==> src/cmc_map.svh <==
`ifndef CMC_MAP_SVH
`define CMC_MAP_SVH

// Register indices; byte address is four times the index
`define CMC_REG_CTRL_IDX 4'h0
`define CMC_REG_STATUS_IDX 4'h1
`define CMC_REG_RANGE_I_IDX 4'h3
`define CMC_REG_RANGE_Q_IDX 4'hB
`define CMC_REG_REFCLK_IDX 4'hE

// Control register fields
`define CMC_CTRL_SELFTRIM_BIT 15
`define CMC_CTRL_PHASE_BIT 14
`define CMC_CTRL_PATTERN_BIT 12
`define CMC_CTRL_PD_I_BIT 11
`define CMC_CTRL_PD_Q_BIT 10
`define CMC_CTRL_DES_BIT 7
`define CMC_CTRL_DES_Q_BIT 6

// Reference clock register fields
`define CMC_REFCLK_SYNC_EN_BIT 0
`define CMC_REFCLK_OUT_EN_BIT 1
`define CMC_REFCLK_SLAVE_BIT 2
`define CMC_REFCLK_DELAY_LSB 8
`define CMC_REFCLK_DELAY_MSB 11

// Reset values
`define CMC_CTRL_RST 16'h0000
`define CMC_RANGE_RST 16'h8000
`define CMC_REFCLK_RST 16'h0000
`define CMC_RANGE_MIN 16'h0000
`define CMC_RANGE_MID 16'h8000

// Pin vector positions
`define CMC_PIN_DES 0
`define CMC_PIN_WAIT 1
`define CMC_PIN_TRIG 2
`define CMC_PIN_PD_I 3
`define CMC_PIN_PD_Q 4
`define CMC_PIN_PATTERN 5
`define CMC_PIN_BYPASS 6
`define CMC_PIN_RANGE 7
`define CMC_PIN_PHASE 8
`define CMC_PIN_ECE_N 9
`define CMC_PIN_REFIN 10
`define CMC_PIN_N 11

// Timing
`define CMC_CLK_MHZ 250
`define CMC_TRIG_LOW_MIN_NS 40
`define CMC_TRIG_HIGH_MIN_NS 40
`define CMC_WAIT_SHORT_NS 16000
`define CMC_WAIT_LONG_NS 1000000
`define CMC_CAL_RUN_NS 100000
`define CMC_PWRUP_NS 1000
`define CMC_TRIG_LOW_MIN_CYC ((`CMC_TRIG_LOW_MIN_NS * `CMC_CLK_MHZ + 999) / 1000)
`define CMC_TRIG_HIGH_MIN_CYC ((`CMC_TRIG_HIGH_MIN_NS * `CMC_CLK_MHZ + 999) / 1000)
`define CMC_WAIT_SHORT_CYC ((`CMC_WAIT_SHORT_NS * `CMC_CLK_MHZ + 999) / 1000)
`define CMC_WAIT_LONG_CYC ((`CMC_WAIT_LONG_NS * `CMC_CLK_MHZ + 999) / 1000)
`define CMC_CAL_RUN_CYC ((`CMC_CAL_RUN_NS * `CMC_CLK_MHZ + 999) / 1000)
`define CMC_PWRUP_CYC ((`CMC_PWRUP_NS * `CMC_CLK_MHZ + 999) / 1000)
// Must cover the three pin stages plus the filter edge, or the request level is judged stale
`define CMC_SETTLE_CYC 4
`define CMC_CNT_W 24

`endif

==> src/cmc_pkg.sv <==
`include "cmc_map.svh"

package cmc_pkg;

	typedef enum logic [3:0] {
		CMC_ST_SETTLE = 4'h1,
		CMC_ST_POR_WAIT = 4'h2,
		CMC_ST_IDLE = 4'h4,
		CMC_ST_RUN = 4'h8
	} cmc_cal_state_t;

	typedef struct packed {
		logic cyc;
		logic stb;
		logic we;
		logic [5:0] adr;
		logic [3:0] sel;
		logic [31:0] dat;
	} cmc_wb_req_t;

	typedef struct packed {
		logic interleave;
		logic des_q;
		logic pattern;
		logic bypass;
		logic phase90;
		logic [15:0] range_i;
		logic [15:0] range_q;
		logic pd_i;
		logic pd_q;
		logic ready_i;
		logic ready_q;
		logic extended_control_mode;
	} cmc_mode_t;

	typedef struct packed {
		logic [`CMC_PIN_N-1:0] s1;
		logic [`CMC_PIN_N-1:0] s2;
		logic [`CMC_PIN_N-1:0] s3;
		logic [`CMC_PIN_N-1:0] stable;
		logic [15:0] ctrl;
		logic [15:0] range_i;
		logic [15:0] range_q;
		logic [15:0] refclk;
		logic ack;
		logic [31:0] dat;
		cmc_cal_state_t cal;
		logic [`CMC_CNT_W-1:0] cnt;
		logic [`CMC_CNT_W-1:0] low_cnt;
		logic [`CMC_CNT_W-1:0] high_cnt;
		logic armed;
		logic running;
		cmc_mode_t mode;
		logic [15:0] pwr_cnt_i;
		logic [15:0] pwr_cnt_q;
		logic [1:0] div;
		logic ref_a;
		logic ref_b;
		logic [3:0] dly_cnt;
		logic align_pend;
	} cmc_state_t;

endpackage : cmc_pkg

==> src/cmc_mode_ctrl.sv <==
`timescale 1ns/1ps
`include "cmc_map.svh"
// Functional notes
// [RULE_01] Reference outputs run at quarter sampling rate
// [RULE_02] Reference outputs gated by enable bit, off
// [RULE_03] Slave sync aligns divider to delayed reference
// [RULE_04] Pin selects interleaved or independent channels
// [RULE_05] Extended mode takes interleave from register
// [RULE_06] Wait pin picks long or short delay
// [RULE_07] Low then high request runs one calibration
// [RULE_08] Request high at power-on suppresses auto-calibration
// [RULE_09] Extended mode ORs request pin with bit
// [RULE_10] Running flag high exactly during calibration
// [RULE_11] Power-down pins; release after finite delay
// [RULE_12] Extended mode ORs power-down pins with bits
// [RULE_13] Pattern pin selects repeating test pattern
// [RULE_14] Extended mode takes pattern from register only
// [RULE_15] Bypass pin alone selects output demux ratio
// [RULE_16] Range pin or per-channel range registers
// [RULE_17] Phase pin selects 0 or 90 degrees
// [RULE_18] Extended mode takes phase from register
// [RULE_19] Enable-low selects extended mode, else defaults
// [RULE_20] All control pins synchronised before use
module cmc_mode_ctrl
	import cmc_pkg::*;
#(
	parameter int WAIT_SHORT_CYC = `CMC_WAIT_SHORT_CYC,
	parameter int WAIT_LONG_CYC = `CMC_WAIT_LONG_CYC,
	parameter int CAL_RUN_CYC = `CMC_CAL_RUN_CYC,
	parameter int PWRUP_CYC = `CMC_PWRUP_CYC
)
(
	input wire logic clk_sys, // Sampling clock
	input wire logic rstn, // Synchronous reset, active low
	input wire logic wb_cyc_i, // Wishbone cycle
	input wire logic wb_stb_i, // Wishbone strobe
	input wire logic wb_we_i, // Wishbone write enable
	input wire logic [5:0] wb_adr_i, // Wishbone byte address
	input wire logic [3:0] wb_sel_i, // Wishbone byte lanes
	input wire logic [31:0] wb_dat_i, // Wishbone write data
	output logic [31:0] wb_dat_o, // Wishbone read data
	output logic wb_ack_o, // Wishbone acknowledge
	input wire logic dual_edge_sampling_select, // Interleave pin
	input wire logic selftrim_wait_select, // Long power-on wait pin
	input wire logic selftrim_request, // Calibration request pin
	input wire logic power_down_i, // I channel power-down pin
	input wire logic power_down_q, // Q channel power-down pin
	input wire logic pattern_output_select, // Test pattern pin
	input wire logic output_demux_bypass, // 1:1 output bus pin
	input wire logic input_range_select, // Full-scale range pin
	input wire logic output_phase_select, // 90 degree phase pin
	input wire logic extended_control_enable_n, // Extended mode, active low
	input wire logic reference_clock_in, // Multi-chip reference clock
	output logic selftrim_running, // Calibration in progress
	output logic ref_clock_out_a, // Reference clock out A
	output logic ref_clock_out_b, // Reference clock out B
	output logic [1:0] divided_clock_phase, // Internal divide-by-4 phase
	output cmc_mode_t mode_o // Resolved operating mode
);

	initial
	begin
		if (WAIT_SHORT_CYC < 1 || WAIT_LONG_CYC < WAIT_SHORT_CYC
			|| CAL_RUN_CYC < 1 || PWRUP_CYC < 1
			|| WAIT_LONG_CYC >= (1 << `CMC_CNT_W) || CAL_RUN_CYC >= (1 << `CMC_CNT_W)
			|| PWRUP_CYC >= (1 << 16))
			$error("cmc_mode_ctrl: timing parameter out of range");
	end

	localparam logic [`CMC_CNT_W-1:0] WAIT_SHORT = `CMC_CNT_W'(WAIT_SHORT_CYC);
	localparam logic [`CMC_CNT_W-1:0] WAIT_LONG = `CMC_CNT_W'(WAIT_LONG_CYC);
	localparam logic [`CMC_CNT_W-1:0] CAL_RUN = `CMC_CNT_W'(CAL_RUN_CYC);
	localparam logic [`CMC_CNT_W-1:0] LOW_MIN = `CMC_CNT_W'(`CMC_TRIG_LOW_MIN_CYC);
	localparam logic [`CMC_CNT_W-1:0] HIGH_MIN = `CMC_CNT_W'(`CMC_TRIG_HIGH_MIN_CYC);
	localparam logic [`CMC_CNT_W-1:0] SETTLE = `CMC_CNT_W'(`CMC_SETTLE_CYC);
	localparam logic [15:0] PWRUP = 16'(PWRUP_CYC);

	cmc_state_t st_reg;
	cmc_state_t st_next;
	cmc_wb_req_t req;
	logic [`CMC_PIN_N-1:0] pins;
	logic [`CMC_PIN_N-1:0] pin_filt;

	assign pins = {reference_clock_in, extended_control_enable_n, output_phase_select,
		input_range_select, output_demux_bypass, pattern_output_select, power_down_q,
		power_down_i, selftrim_request, selftrim_wait_select, dual_edge_sampling_select};
	assign req = '{cyc: wb_cyc_i, stb: wb_stb_i, we: wb_we_i, adr: wb_adr_i,
		sel: wb_sel_i, dat: wb_dat_i};

	// A pin change is accepted only once the second and third stages agree
	genvar k;
	generate
		for (k = 0; k < `CMC_PIN_N; k++)
		begin : g_pin
			assign pin_filt[k] = (st_reg.s2[k] == st_reg.s3[k]) ? st_reg.s3[k] : st_reg.stable[k]; // RULE_20
		end
	endgenerate

	always_comb
	begin
		logic extended_control_mode;
		logic trig;
		logic ref_rise;
		logic wr;
		logic [3:0] idx;
		logic [15:0] wmask;
		logic [15:0] rdat;
		logic ref_on;
		extended_control_mode = 1'b0;
		trig = 1'b0;
		ref_rise = 1'b0;
		wr = 1'b0;
		idx = 4'h0;
		wmask = 16'h0000;
		rdat = 16'h0000;
		ref_on = 1'b0;
		st_next = st_reg;

		st_next.s1 = pins; // RULE_20
		st_next.s2 = st_reg.s1;
		st_next.s3 = st_reg.s2;
		st_next.stable = pin_filt;

		extended_control_mode = ~st_reg.stable[`CMC_PIN_ECE_N]; // RULE_19

		// Register bus: one wait state, then ack for a single cycle
		// A master that keeps its strobe up is acked only every other cycle
		idx = req.adr[5:2];
		wmask = {{8{req.sel[1]}}, {8{req.sel[0]}}};
		st_next.ack = req.cyc & req.stb & ~st_reg.ack;
		wr = st_next.ack & req.we & extended_control_mode;
		if (wr)
		begin
			case (idx)
				`CMC_REG_CTRL_IDX: st_next.ctrl = (st_reg.ctrl & ~wmask) | (req.dat[15:0] & wmask);
				`CMC_REG_RANGE_I_IDX:
					st_next.range_i = (st_reg.range_i & ~wmask) | (req.dat[15:0] & wmask);
				`CMC_REG_RANGE_Q_IDX:
					st_next.range_q = (st_reg.range_q & ~wmask) | (req.dat[15:0] & wmask);
				`CMC_REG_REFCLK_IDX:
					st_next.refclk = (st_reg.refclk & ~wmask) | (req.dat[15:0] & wmask);
				default: ;
			endcase
		end
		case (idx)
			`CMC_REG_CTRL_IDX: rdat = st_reg.ctrl;
			`CMC_REG_STATUS_IDX: rdat = {8'h00, st_reg.mode.extended_control_mode, st_reg.mode.ready_q,
				st_reg.mode.ready_i, st_reg.mode.phase90, st_reg.mode.bypass,
				st_reg.mode.pattern, st_reg.mode.interleave, st_reg.running};
			`CMC_REG_RANGE_I_IDX: rdat = st_reg.range_i;
			`CMC_REG_RANGE_Q_IDX: rdat = st_reg.range_q;
			`CMC_REG_REFCLK_IDX: rdat = st_reg.refclk;
			default: rdat = 16'h0000;
		endcase
		st_next.dat = st_next.ack ? {16'h0000, rdat} : 32'h0000_0000;

		// Leaving extended mode returns every register to its default
		if (!extended_control_mode)
		begin
			st_next.ctrl = `CMC_CTRL_RST; // RULE_19
			st_next.range_i = `CMC_RANGE_RST;
			st_next.range_q = `CMC_RANGE_RST;
			st_next.refclk = `CMC_REFCLK_RST;
		end

		// Mode resolution
		st_next.mode.extended_control_mode = extended_control_mode;
		st_next.mode.interleave = extended_control_mode ? st_reg.ctrl[`CMC_CTRL_DES_BIT] // RULE_05
			: st_reg.stable[`CMC_PIN_DES]; // RULE_04
		st_next.mode.des_q = extended_control_mode & st_reg.ctrl[`CMC_CTRL_DES_Q_BIT];
		st_next.mode.pattern = extended_control_mode ? st_reg.ctrl[`CMC_CTRL_PATTERN_BIT] // RULE_14
			: st_reg.stable[`CMC_PIN_PATTERN]; // RULE_13
		st_next.mode.bypass = st_reg.stable[`CMC_PIN_BYPASS]; // RULE_15
		// Phase only matters on the 1:2 bus; forced to 0 degrees on 1:1
		st_next.mode.phase90 = ~st_reg.stable[`CMC_PIN_BYPASS] & (extended_control_mode // RULE_17
			? st_reg.ctrl[`CMC_CTRL_PHASE_BIT] // RULE_18
			: st_reg.stable[`CMC_PIN_PHASE]);
		if (extended_control_mode)
		begin
			st_next.mode.range_i = st_reg.range_i; // RULE_16
			st_next.mode.range_q = st_reg.range_q;
		end
		else
		begin
			st_next.mode.range_i = st_reg.stable[`CMC_PIN_RANGE] ? `CMC_RANGE_MID
				: `CMC_RANGE_MIN; // RULE_16
			st_next.mode.range_q = st_next.mode.range_i;
		end
		st_next.mode.pd_i = st_reg.stable[`CMC_PIN_PD_I]
			| (extended_control_mode & st_reg.ctrl[`CMC_CTRL_PD_I_BIT]); // RULE_11 RULE_12
		st_next.mode.pd_q = st_reg.stable[`CMC_PIN_PD_Q]
			| (extended_control_mode & st_reg.ctrl[`CMC_CTRL_PD_Q_BIT]); // RULE_11 RULE_12

		// Channel returns to operation a fixed delay after power-down drops
		if (st_reg.mode.pd_i)
		begin
			st_next.pwr_cnt_i = 16'h0000;
			st_next.mode.ready_i = 1'b0;
		end
		else if (st_reg.pwr_cnt_i >= PWRUP)
			st_next.mode.ready_i = 1'b1; // RULE_11
		else
			st_next.pwr_cnt_i = st_reg.pwr_cnt_i + 16'h0001;
		if (st_reg.mode.pd_q)
		begin
			st_next.pwr_cnt_q = 16'h0000;
			st_next.mode.ready_q = 1'b0;
		end
		else if (st_reg.pwr_cnt_q >= PWRUP)
			st_next.mode.ready_q = 1'b1; // RULE_11
		else
			st_next.pwr_cnt_q = st_reg.pwr_cnt_q + 16'h0001;

		// Calibration request: pin ORed with the register bit in extended mode
		trig = st_reg.stable[`CMC_PIN_TRIG] | (extended_control_mode & st_reg.ctrl[`CMC_CTRL_SELFTRIM_BIT]); // RULE_09
		if (trig)
			st_next.low_cnt = '0;
		else if (st_reg.low_cnt < LOW_MIN)
			st_next.low_cnt = st_reg.low_cnt + `CMC_CNT_W'(1);
		if (!trig)
			st_next.high_cnt = '0;
		else if (st_reg.armed && st_reg.high_cnt < HIGH_MIN)
			st_next.high_cnt = st_reg.high_cnt + `CMC_CNT_W'(1);
		if (!trig && st_next.low_cnt >= LOW_MIN)
			st_next.armed = 1'b1; // RULE_07

		case (st_reg.cal)
			CMC_ST_SETTLE:
			begin
				// Let the synchronisers fill before judging the request level
				st_next.cnt = st_reg.cnt + `CMC_CNT_W'(1);
				if (st_reg.cnt >= SETTLE)
				begin
					st_next.cnt = '0;
					if (trig)
						st_next.cal = CMC_ST_IDLE; // RULE_08
					else
						st_next.cal = CMC_ST_POR_WAIT;
				end
			end
			CMC_ST_POR_WAIT:
			begin
				st_next.cnt = st_reg.cnt + `CMC_CNT_W'(1);
				if (st_reg.cnt >= (st_reg.stable[`CMC_PIN_WAIT] ? WAIT_LONG : WAIT_SHORT)) // RULE_06
				begin
					st_next.cnt = '0;
					st_next.cal = CMC_ST_RUN;
					st_next.running = 1'b1;
					st_next.armed = 1'b0;
				end
			end
			CMC_ST_IDLE:
			begin
				if (st_reg.armed && st_reg.high_cnt >= HIGH_MIN)
				begin
					st_next.cal = CMC_ST_RUN; // RULE_07
					st_next.cnt = '0;
					st_next.running = 1'b1; // RULE_10
					st_next.armed = 1'b0;
					st_next.high_cnt = '0;
				end
			end
			CMC_ST_RUN:
			begin
				st_next.cnt = st_reg.cnt + `CMC_CNT_W'(1);
				st_next.armed = 1'b0;
				if (st_reg.cnt >= CAL_RUN - `CMC_CNT_W'(1))
				begin
					st_next.cal = CMC_ST_IDLE;
					st_next.running = 1'b0; // RULE_10
					st_next.cnt = '0;
				end
			end
			default:
			begin
				st_next.cal = CMC_ST_SETTLE;
				st_next.cnt = '0;
				st_next.running = 1'b0;
			end
		endcase

		// Divide-by-4 with optional slave alignment to the reference input
		st_next.div = st_reg.div + 2'b01;
		ref_rise = pin_filt[`CMC_PIN_REFIN] & ~st_reg.stable[`CMC_PIN_REFIN];
		if (extended_control_mode && st_reg.refclk[`CMC_REFCLK_SYNC_EN_BIT] && st_reg.refclk[`CMC_REFCLK_SLAVE_BIT])
		begin
			// A reference edge that comes while a delay still counts is ignored;
			// restarting there would starve alignment for delays of a period or more
			if (ref_rise && !st_reg.align_pend)
			begin
				st_next.align_pend = 1'b1; // RULE_03
				st_next.dly_cnt = st_reg.refclk[`CMC_REFCLK_DELAY_MSB:`CMC_REFCLK_DELAY_LSB];
			end
			else if (st_reg.align_pend)
			begin
				if (st_reg.dly_cnt == 4'h0)
				begin
					st_next.div = 2'b00; // RULE_03
					st_next.align_pend = 1'b0;
				end
				else
					st_next.dly_cnt = st_reg.dly_cnt - 4'h1;
			end
		end
		else
		begin
			st_next.align_pend = 1'b0;
			st_next.dly_cnt = 4'h0;
		end
		// Both outputs share one enable and one divider, so they never drift apart
		ref_on = extended_control_mode & st_reg.refclk[`CMC_REFCLK_OUT_EN_BIT]; // RULE_02
		st_next.ref_a = ref_on & st_next.div[1]; // RULE_01
		st_next.ref_b = ref_on & st_next.div[1]; // RULE_01
	end

	always_ff @(posedge clk_sys)
	begin
		if (!rstn)
		begin
			st_reg <= '0;
			st_reg.ctrl <= `CMC_CTRL_RST;
			st_reg.range_i <= `CMC_RANGE_RST;
			st_reg.range_q <= `CMC_RANGE_RST;
			st_reg.refclk <= `CMC_REFCLK_RST; // RULE_02
			st_reg.stable <= {1'b0, 1'b1, {(`CMC_PIN_N - 2){1'b0}}};
			st_reg.s1 <= {1'b0, 1'b1, {(`CMC_PIN_N - 2){1'b0}}};
			st_reg.s2 <= {1'b0, 1'b1, {(`CMC_PIN_N - 2){1'b0}}};
			st_reg.s3 <= {1'b0, 1'b1, {(`CMC_PIN_N - 2){1'b0}}};
			st_reg.cal <= CMC_ST_SETTLE;
			st_reg.mode.range_i <= `CMC_RANGE_MIN;
			st_reg.mode.range_q <= `CMC_RANGE_MIN;
		end
		else
			st_reg <= st_next;
	end

	assign wb_dat_o = st_reg.dat;
	assign wb_ack_o = st_reg.ack;
	assign selftrim_running = st_reg.running;
	assign ref_clock_out_a = st_reg.ref_a;
	assign ref_clock_out_b = st_reg.ref_b;
	assign divided_clock_phase = st_reg.div;
	assign mode_o = st_reg.mode;

endmodule : cmc_mode_ctrl

==> config.mk <==
export PLATFORM = sky130hd
export DESIGN_NAME = cmc_mode_ctrl
export DESIGN_NICKNAME = d
export VERILOG_FILES = /design/src/cmc_pkg.sv /design/src/cmc_mode_ctrl.sv
export VERILOG_INCLUDE_DIRS = /design/src
export SDC_FILE = /design/constraint.sdc
export NUM_CORES = 1
export LEC_CHECK = 0
export ABC_AREA = 1
export BUFFER_PORTS_ARGS = -buffer_cell sky130_fd_sc_hd__buf_2
export CELL_PAD_IN_SITES_DETAIL_PLACEMENT = 1
export CELL_PAD_IN_SITES_GLOBAL_PLACEMENT = 2
export CORE_ASPECT_RATIO = 0.9
export CORE_MARGIN = 2
export CORE_UTILIZATION = 35
export CTS_BUF_LIST = sky130_fd_sc_hd__clkbuf_8
export CTS_CLUSTER_SIZE = 8
export DETAILED_ROUTE_END_ITERATION = 6
export PLACE_DENSITY = 0.84
export SLEW_MARGIN = 20
export SYNTH_ARGS = -nofsm -noshare
export SYNTH_HDL_FRONTEND = slang
export SYNTH_SLANG_ARGS = --single-unit
==> constraint.sdc <==
create_clock -name clk_sys -period 2.2 [get_ports clk_sys]
set_clock_uncertainty 0.05 [all_clocks]
set_input_delay 0.44 -clock clk_sys [delete_from_list [all_inputs] [get_ports clk_sys]]
set_output_delay 0.44 -clock clk_sys [all_outputs]
set_load 0.02 [all_outputs]
# Yosys cells after proc, flatten, opt, wreduce, memory -nomap -nowiden
# Cells that the tools add are included.
[word_totals] word_cells=172 register_bits=301 inputBits=58
[classes] n_lt_le_gt_ge=9 eq_ne=24 bitwise_logic=31 mux=33 addsub=7 n_reduce_logical=23
[op_table] operator="$mux W24" n=5
[op_table] operator="$mux W28" n=4
[op_table] operator="$pmux W28 S4" n=1
[op_table] operator="$and A16 B16 Y16" n=5
[op_table] operator="$pmux W16 S5" n=1
[op_table] operator="$add A24 B1 Y24 const B" n=3
[op_table] operator="$or A16 B16 Y16" n=4
[op_table] operator="$ge A24 B4 Y1 const B" n=2
[op_table] operator="$lt A24 B4 Y1 const B" n=2
[op_table] operator="$add A16 B1 Y16 const B" n=2
[op_table] operator="$ge A16 B8 Y1 const B" n=2
[op_table] operator="$mux W32" n=1
[op_table] operator="$mux W26" n=1
[op_table] operator="$ge A24 B15 Y1 const B" n=1
[op_table] operator="$ge A24 B18 Y1" n=1
[op_table] operator="$ge A24 B3 Y1 const B" n=1
[op_table] operator="$mux W18" n=1
[op_table] operator="$mux W16" n=1
[op_table] operator="$not A16 Y16" n=1
[op_table] operator="$reduce_and A2 Y1" n=7
[op_table] operator="$and A1 B1 Y1" n=12
[op_table] operator="$eq A4 B4 Y1 const B" n=3
[op_table] operator="$eq A1 B1 Y1" n=11
[op_table] operator="$mux W2" n=5
[op_table] operator="other kinds (20)" n=50

# Longest topological paths before layout
# Gate-level depths: netlist of run 1.
[depth] ltp_word=9 ltp_mapped=17 mapped_depth_nobuf=16

# Worst setup path before layout of run 1
# Ideal clock, no wire load.
[synth_timing] kind="register -> register" startpoint="register st_reg[259] (netlist bit)" endpoint="register st_reg[147] (netlist bit)" required_time_ps=2041 stages_incl_launch_ff=15 slack_ps=277 arrival_time_ps=1764 path_cell_list="dfxtp_1 -> inv_1 -> ha_1 -> nand3_1 -> nor2_1 -> nand3_1 -> nor2_1 -> nor2_2 -> nand3_4 -> nand2_4 -> buf_6 -> nand2_1 -> nand3_1 -> nand2_1 -> inv_1"
[synth_via] elab_chain_cells=4
[synth_rtl] item="from (decl)" line="cmc_mode_ctrl.sv:78" source="cmc_state_t st_reg;"
[synth_rtl] item="from (signal assigned)" line="cmc_mode_ctrl.sv:334" source="st_reg <= st_next;"
[synth_rtl] item="$mux W18" line="cmc_mode_ctrl.sv:244" source="if (st_reg.cnt >= (st_reg.stable[`CMC_PIN_WAIT] ? WAIT_LONG : WAIT_SHORT))"
[synth_rtl] item="$ge A24 B18 Y1" line="cmc_mode_ctrl.sv:244"
[synth_rtl] item="$mux W28" line="cmc_mode_ctrl.sv:244"
[synth_rtl] item="$pmux W28 S4" line="cmc_mode_ctrl.sv:227" source="case (st_reg.cal)"
# No other way between the ends. The select of a mux whose other input is x is not followed.
# A chain may end at the register's enable or synchronous reset.

# Worst setup path after layout of run 1
[layout_timing] startpoint="register st_reg[259] (netlist bit)" endpoint="register st_reg[141] (netlist bit)"
# Same word-level chain as after synthesis.

==> flow_summary.json, run 1 <==
{
  "cp_cell_sequence": "buf_4, ha_1, and3_1, nand3_1, nor2_1, nor2_2, nand3_4, nand2_4, nand2_1, o21ai_1, nand2_1, inv_1",
  "finalWeightedCongestion": 0.8055,
  "status": "finished clean",
  "finalCoreUtilization_pct": 40.85,
  "r2r-start": "st_reg[259]",
  "crit_buf_inv": 2,
  "cts_made_buffers": 48,
  "start_kind": "flip-flop",
  "layout.nets": 1680,
  "vias": 9545,
  "synth_seq_cells": 285,
  "clkPwrFrac_pct": 44.4,
  "cts_tree": "built",
  "synth_area_um2": 11720,
  "antenna_found_initial": 0,
  "cpMaxStageDelayCell": "dfxtp_4",
  "drv_slew": 0,
  "synth_edf_count": 0,
  "grt_pass1_wl_mm": 49.17,
  "synth.avg_cell_area_um2": 7.801,
  "fmax_ghz": 0.5054,
  "drive_above_1_share_pct": 16.32,
  "place_area_um2": 12320,
  "final_common_cell": "dfxtp_1",
  "cp_top_family": "simple AND/OR/NAND/NOR gates",
  "grt-ovfl-total": 0,
  "hp-start": "wb_dat_i[13]",
  "p_comb_share_pct": 6.7,
  "ctsLongestPathBuffers": 3,
  "final_cell_mix": "dfxtp_1 (282), inv_1 (274), nor2_1 (198)",
  "wire_per_inst_um": 14.48,
  "ys_async_sr_fraction_pct": 0,
  "initial_utilization_pct": 35.59,
  "track_usage_pct": 17.28,
  "cpMostUsedCell": "nand2_1",
  "clkLatencyLatePin_ps": 580,
  "syn2layout_area_growth_pct": 14.80,
  "p_leak_nw": 5.915,
  "max_slew_margin_pct": 55.20,
  "power.density_nw_per_um2": 806.6,
  "yosysWarnings": 0,
  "drtPass1Iterations": 4,
  "rsz0062_at_grt": "false",
  "sw_frac_of_total_pct": 24.67,
  "vias_per_cell": 4.638,
  "hp-class": "in -> reg",
  "core_area_um2": 32950,
  "slowest_delay_ps": 370,
  "die_w_um": 196.9,
  "crit_arrival_ps": 2450,
  "cp-end-kind": "flip-flop",
  "setup_viol": 0,
  "ys_seq_area_share_pct": 48.66,
  "maxCapViolCount": 0,
  "h-tree-depth": 2,
  "post-route-period-util_pct": 89.93,
  "irDropWorstVdd_uv": 456.3,
  "postRouteAntennaNets": 0,
  "design_area_um2": 13460,
  "crit_path_max_fanout": 11,
  "io_buffers": 101,
  "grt_pass1_vias": 9913,
  "cp_data_required_time_ps": 2670,
  "clock-sinks": 285,
  "p_sw_mw": 2.679,
  "grt_max_degree": 65,
  "netlist_instances": 1503,
  "final-hold-violation-count": 0,
  "synth_top_flop_cell": "dfxtp_1",
  "finalCriticalPeriod_ps": 1979,
  "dpl.hpwl_mm": 21.36,
  "worstSetupStartpoint": "st_reg[259]",
  "path_clk_slew_ps": 60,
  "cts-root-buf": "clkbuf_8",
  "dr.first_iter.drc_count": 340,
  "critPathKind": "reg -> reg",
  "post-cts-setup-buffer-count": 0,
  "routed_wl_mm": 29.80,
  "die-height_um": 177.6,
  "n_antenna_cell": 0,
  "worst_pin_slew_ps": 666.8,
  "intPower_mw": 8.179,
  "drc_errors": 0,
  "synthDistinctLibCells": 49,
  "io_pins": 138,
  "seq_power_share_pct": 48.9,
  "rows": 63,
  "dieArea_um2": 34980
}
## area by class of cell
class / count / area [µm²]
clock buffer: 64 / 880.8
tap: 422 / 528.0
clock inverter: 22 / 120.1
fill: 4116 / 19490
timing repair buffer: 149 / 922.1
inverter: 270 / 1013
multi-input combinational: 846 / 4284
sequential: 285 / 5712
## synth_stat cells (all sizes together) (2+ instances only)
library cell | n | area (µm²)
a211oi | 11 | 87.58
a21oi | 98 | 490.5
a221oi | 8 | 70.07
a31oi | 8 | 50.05
buf | 103 | 747.0
clkbuf | 15 | 56.30
clkinv | 2 | 7.510
dfxtp | 285 | 5705
ha | 22 | 275.3
inv | 268 | 1006
maj3 | 2 | 20.02
nand2 | 193 | 754.5
nand3 | 63 | 347.8
nand3b | 3 | 22.52
nand4 | 24 | 150.1
nor2 | 217 | 889.6
nor3 | 24 | 147.6
nor3b | 2 | 15.01
nor4 | 5 | 31.28
o211ai | 2 | 15.01
o21a | 3 | 22.52
o21ai | 104 | 524.3
o21bai | 2 | 15.01
o22ai | 19 | 118.9
o31ai | 2 | 15.01
or2 | 4 | 25.02
xnor2 | 2 | 17.52
xor2 | 6 | 52.55
## power by group through the flow
stage               logic [mW]  clock network (mW)  registers, mW
finish                   0.730                4.82           5.31
global route             0.834                5.24           5.31
CTS                      0.709                5.01           5.30
detailed placement       0.671                   0           5.42
global placement         0.643                   0           5.41
floorplan                0.524                   0           5.40
## cells by family (layout without fill, tap and decap cells)
| kind of cell | Yosys count | after routing | synth area share (%) |
|---|---|---|---|
| simple gates | 537 | 538 | 20.44 |
| buf+inv | 388 | 505 | 15.49 |
| flops | 285 | 285 | 48.66 |
| compound gates | 259 | 259 | 12.17 |
| fa+ha+maj | 24 | 24 | 2.518 |
| xor+xnor | 8 | 8 | 0.5976 |
| other cells | 1 | 16 | 0.03198 |
| mux | 1 | 1 | 0.09603 |
## routing by layer
metal	GRT usage (%)	up-vias	share of wire (%)
li1	-	4856	-
met5	0	-	0
met3	3.117	45	3.8
met1	22.62	4504	48
met2	28.55	140	46
met4	6.266	0	2.4
## tightest hold or removal path, cell delays in order
cell and delay (ps):
buf_2 120, nor2_1 50, nor2_1 80
## worst paths after layout
path,end,slack (ps),depth (start not counted)
hold reg to reg,st_next[273],360,2
setup / recovery,st_reg[141],220,12
setup reg to reg,st_reg[141],220,12
hold / removal,flip-flop,110,3
## repair_timing
action,CTS,global route
hold buffers,10,1
endpoints found under the hold margin,10,1
gates resized for setup,2,6
setup endpoints to repair,16,20
cloned,0,1
pin swaps,0,2
## metrics by stage
step	power [mW]	setup TNS [ps]	worst slack [ps]	hold WS, ps	std cells
3_5_place_dp	6.088	-292.8	-47.41	350.4	1960
4_1_cts	11.03	0	131.5	0.7284	2056
2_1_floorplan	5.922	0	277.1	340.5	1518
6_report	10.86	0	221.5	111.2	2058
3_3_place_gp	6.056	0	28.81	353.0	1960
5_1_grt	11.39	0	12.11	89.65	2058
No activity file was read; power rests on OpenSTA's default activity.
==> run 2: changes to the inputs <==
--- a/config.mk
+++ b/config.mk
@@ -6,17 +6,16 @@
 export SDC_FILE = /design/constraint.sdc
 export NUM_CORES = 1
 export LEC_CHECK = 0
-export ABC_AREA = 1
 export BUFFER_PORTS_ARGS = -buffer_cell sky130_fd_sc_hd__buf_2
 export CELL_PAD_IN_SITES_DETAIL_PLACEMENT = 1
 export CELL_PAD_IN_SITES_GLOBAL_PLACEMENT = 2
 export CORE_ASPECT_RATIO = 0.9
 export CORE_MARGIN = 2
-export CORE_UTILIZATION = 35
+export CORE_UTILIZATION = 38
 export CTS_BUF_LIST = sky130_fd_sc_hd__clkbuf_8
 export CTS_CLUSTER_SIZE = 8
 export DETAILED_ROUTE_END_ITERATION = 6
-export PLACE_DENSITY = 0.84
+export PLACE_DENSITY = 0.85
 export SLEW_MARGIN = 20
 export SYNTH_ARGS = -nofsm -noshare
 export SYNTH_HDL_FRONTEND = slang
==> run 2 against run 1 <==
The flow now finishes with violations (setup timing). Utilization rose by 4.6 points. Worst hold slack got worse by 73 ps. Via count fell by 14%. Worst setup slack got worse by 260 ps. Die area fell by 12%. Cell count fell by 19%. Sequential power barely moved. Critical path type unchanged. Largest power group unchanged.
==> flow_summary.json, run 2 <==
{
  "grt_pass1_wl_mm": 44.14,
  "h-tree-depth": 2,
  "initial_utilization_pct": 38.61,
  "status": "finished with violations",
  "critPathKind": "reg -> reg",
  "setup-tns-final_ps": -239.6,
  "synth_common_cells": "dfxtp_1 (285), nor2_1 (124), buf_4 (80)",
  "finalCoreUtilization_pct": 45.49,
  "start_kind": "flip-flop",
  "finalWeightedCongestion": 0.8036,
  "rows": 59,
  "wire_per_inst_um": 16.47,
  "nFillCells": 3251,
  "io_pins": 138,
  "yosysWarnings": 0,
  "clkLatencyLatePin_ps": 570,
  "dieArea_um2": 30710,
  "grt_max_degree": 97,
  "n_antenna_cell": 0,
  "final_cell_mix": "dfxtp_1 (284), nor2_1 (124), buf_2 (101)",
  "synthDistinctLibCells": 65,
  "worst_pin_slew_ps": 560.0,
  "violations": "setup timing",
  "netlist_instances": 1126,
  "crit_arrival_ps": 2690,
  "yosysMostFrequentCell": "dfxtp_1",
  "vias_per_cell": 4.934,
  "hp-class": "in -> reg",
  "dpl.hpwl_mm": 18.77,
  "synth_area_um2": 11140,
  "drtPass1Iterations": 5,
  "core_area_um2": 28860,
  "postRouteAntennaNets": 0,
  "synthTopCellsByArea": "dfxtp_1 (51%), mux2i_1 (6.3%), buf_4 (5.4%)",
  "grt_pass1_vias": 8306,
  "final-hold-violation-count": 0,
  "power.density_nw_per_um2": 794.1,
  "ctsLongestPathBuffers": 3,
  "layout.nets": 1307,
  "syn2layout_area_growth_pct": 17.84,
  "synth_seq_cells": 285,
  "track_usage_pct": 17.73,
  "routed_wl_mm": 27.29,
  "cts_tree": "built",
  "final_common_cell": "dfxtp_1",
  "cts_made_buffers": 48,
  "die_w_um": 184.5,
  "fmax_ghz": 0.4467,
  "rsz0062_at_grt": "true",
  "crit_path_max_fanout": 7,
  "clock-sinks": 285,
  "max_slew_margin_pct": 62.44,
  "synth_top_flop_cell": "dfxtp_1",
  "path_clk_slew_ps": 60,
  "irDropWorstVdd_uv": 430.1,
  "drv_slew": 0,
  "synth.avg_cell_area_um2": 9.896,
  "cts-root-buf": "clkbuf_8",
  "fin_ws_ps": -38.80,
  "dr.first_iter.drc_count": 477,
  "ys_seq_area_share_pct": 51.20,
  "p_leak_nw": 5.421,
  "post-route-period-util_pct": 101.8,
  "grt-ovfl-total": 0,
  "ys_async_sr_fraction_pct": 0,
  "die-height_um": 166.5,
  "finalCriticalPeriod_ps": 2239,
  "synth_top_area_share_pct": 51.20,
  "drc_errors": 0,
  "drive_above_1_share_pct": 22.92,
  "antenna_found_initial": 0,
  "synth_edf_count": 0,
  "hold-worst-slack_ps": 38.38,
  "maxCapViolCount": 0,
  "synth_area_leader_cell": "dfxtp_1",
  "io_buffers": 101,
  "cp-end-kind": "flip-flop",
  "setup_viol": 12,
  "cp_data_required_time_ps": 2650,
  "vias": 8175
}
==> run 2: cell count changes in the layout (fill, tap and decap cells not counted), sizes merged, moves of 42 or more <==
cell   change
and3      +66
nor2      -93
a21oi     -53
mux2i     +70
o21ai     -82
nand3     -42
inv      -249
and2      +71
nand2    -135
==> run 2: what timing repair did <==
item / 4_1_cts / 5_1_grt
resized for setup: 8 / 22
hold buffers: 1 / 0
pin swaps: 5 / 8
endpoints found under the hold margin: 1 / 0
setup endpoints to repair: 19 / 38
setup buffers: 2 / 1
gates cloned: 0 / 1
==> run 2: critical path, cell delays in order, from the launching register on <==
cell and delay [ps]:
dfxtp_4 390, ha_1 310, a21oi_2 150, o21ai_1 110, a211oi_2 330, nand4_4 190
a21oi_4 300, clkbuf_16 220, a22o_1 130
==> run 2: cells by family after synthesis <==
kind of cell	synth area share [%]
flip-flops	51.20
other	0.03365
multiplexers	6.288
XOR/XNOR	1.886
adder cells (fa/ha/maj)	2.470
AO/OA/AOI/OAI	10.08
buffers and inverters	8.264
AND/OR/NAND/NOR	19.77
==> run 2: metal layers <==
layer	vias to the layer above	wire [µm]	GRT usage [%]
li1	4030	-	-
met1	3918	13530	25.29
met2	183	12040	27.20
met3	44	1168	3.171
met4	0	556	5.565
met5	-	0	0
==> run 2: worst paths after layout <==
| check | slack, ps | startpoint | end | cells after the start |
|---|---|---|---|---|
| hold / removal | 40 | selftrim_wait_select | st_next[281] | 2 |
| setup / recovery | -40 | st_reg[259] | st_reg[134] | 8 |
| setup reg to reg | -40 | st_reg[259] | st_reg[134] | 8 |
| hold reg to reg | 380 | st_next[287] | st_next[276] | 1 |
==> run 2: cell type report <==
class	count	area (µm²)	area share, %
Sequential cell	285	5709	43.48
Clock buffer	61	839.6	6.394
Multi-Input combinational cell	700	4766	36.29
Inverter	21	83.83	0.6384
Clock inverter	23	103.9	0.7909
Tap cell	396	495.5	3.773
Timing Repair Buffer	171	1134	8.633
==> run 2: power breakdown <==
group          internal [mW]  total, mW  switching (mW)
sequential              5.23       5.30          0.0683
combinational          0.226      0.555           0.329
clock                   2.48       4.58            2.10
total                   7.93       10.4            2.50
==> run 2: through the flow <==
stage               worst slack (ps)  cells  cell area [µm²]  power (mW)
global route                  -163.4   1657            13130       10.92
global placement              -76.84   1568            11960       5.891
detailed placement            -111.5   1568            11960       5.904
finish                        -38.80   1657            13130       10.43
floorplan                      43.77   1141            11210       5.730
CTS                           -11.21   1655            12950       10.54
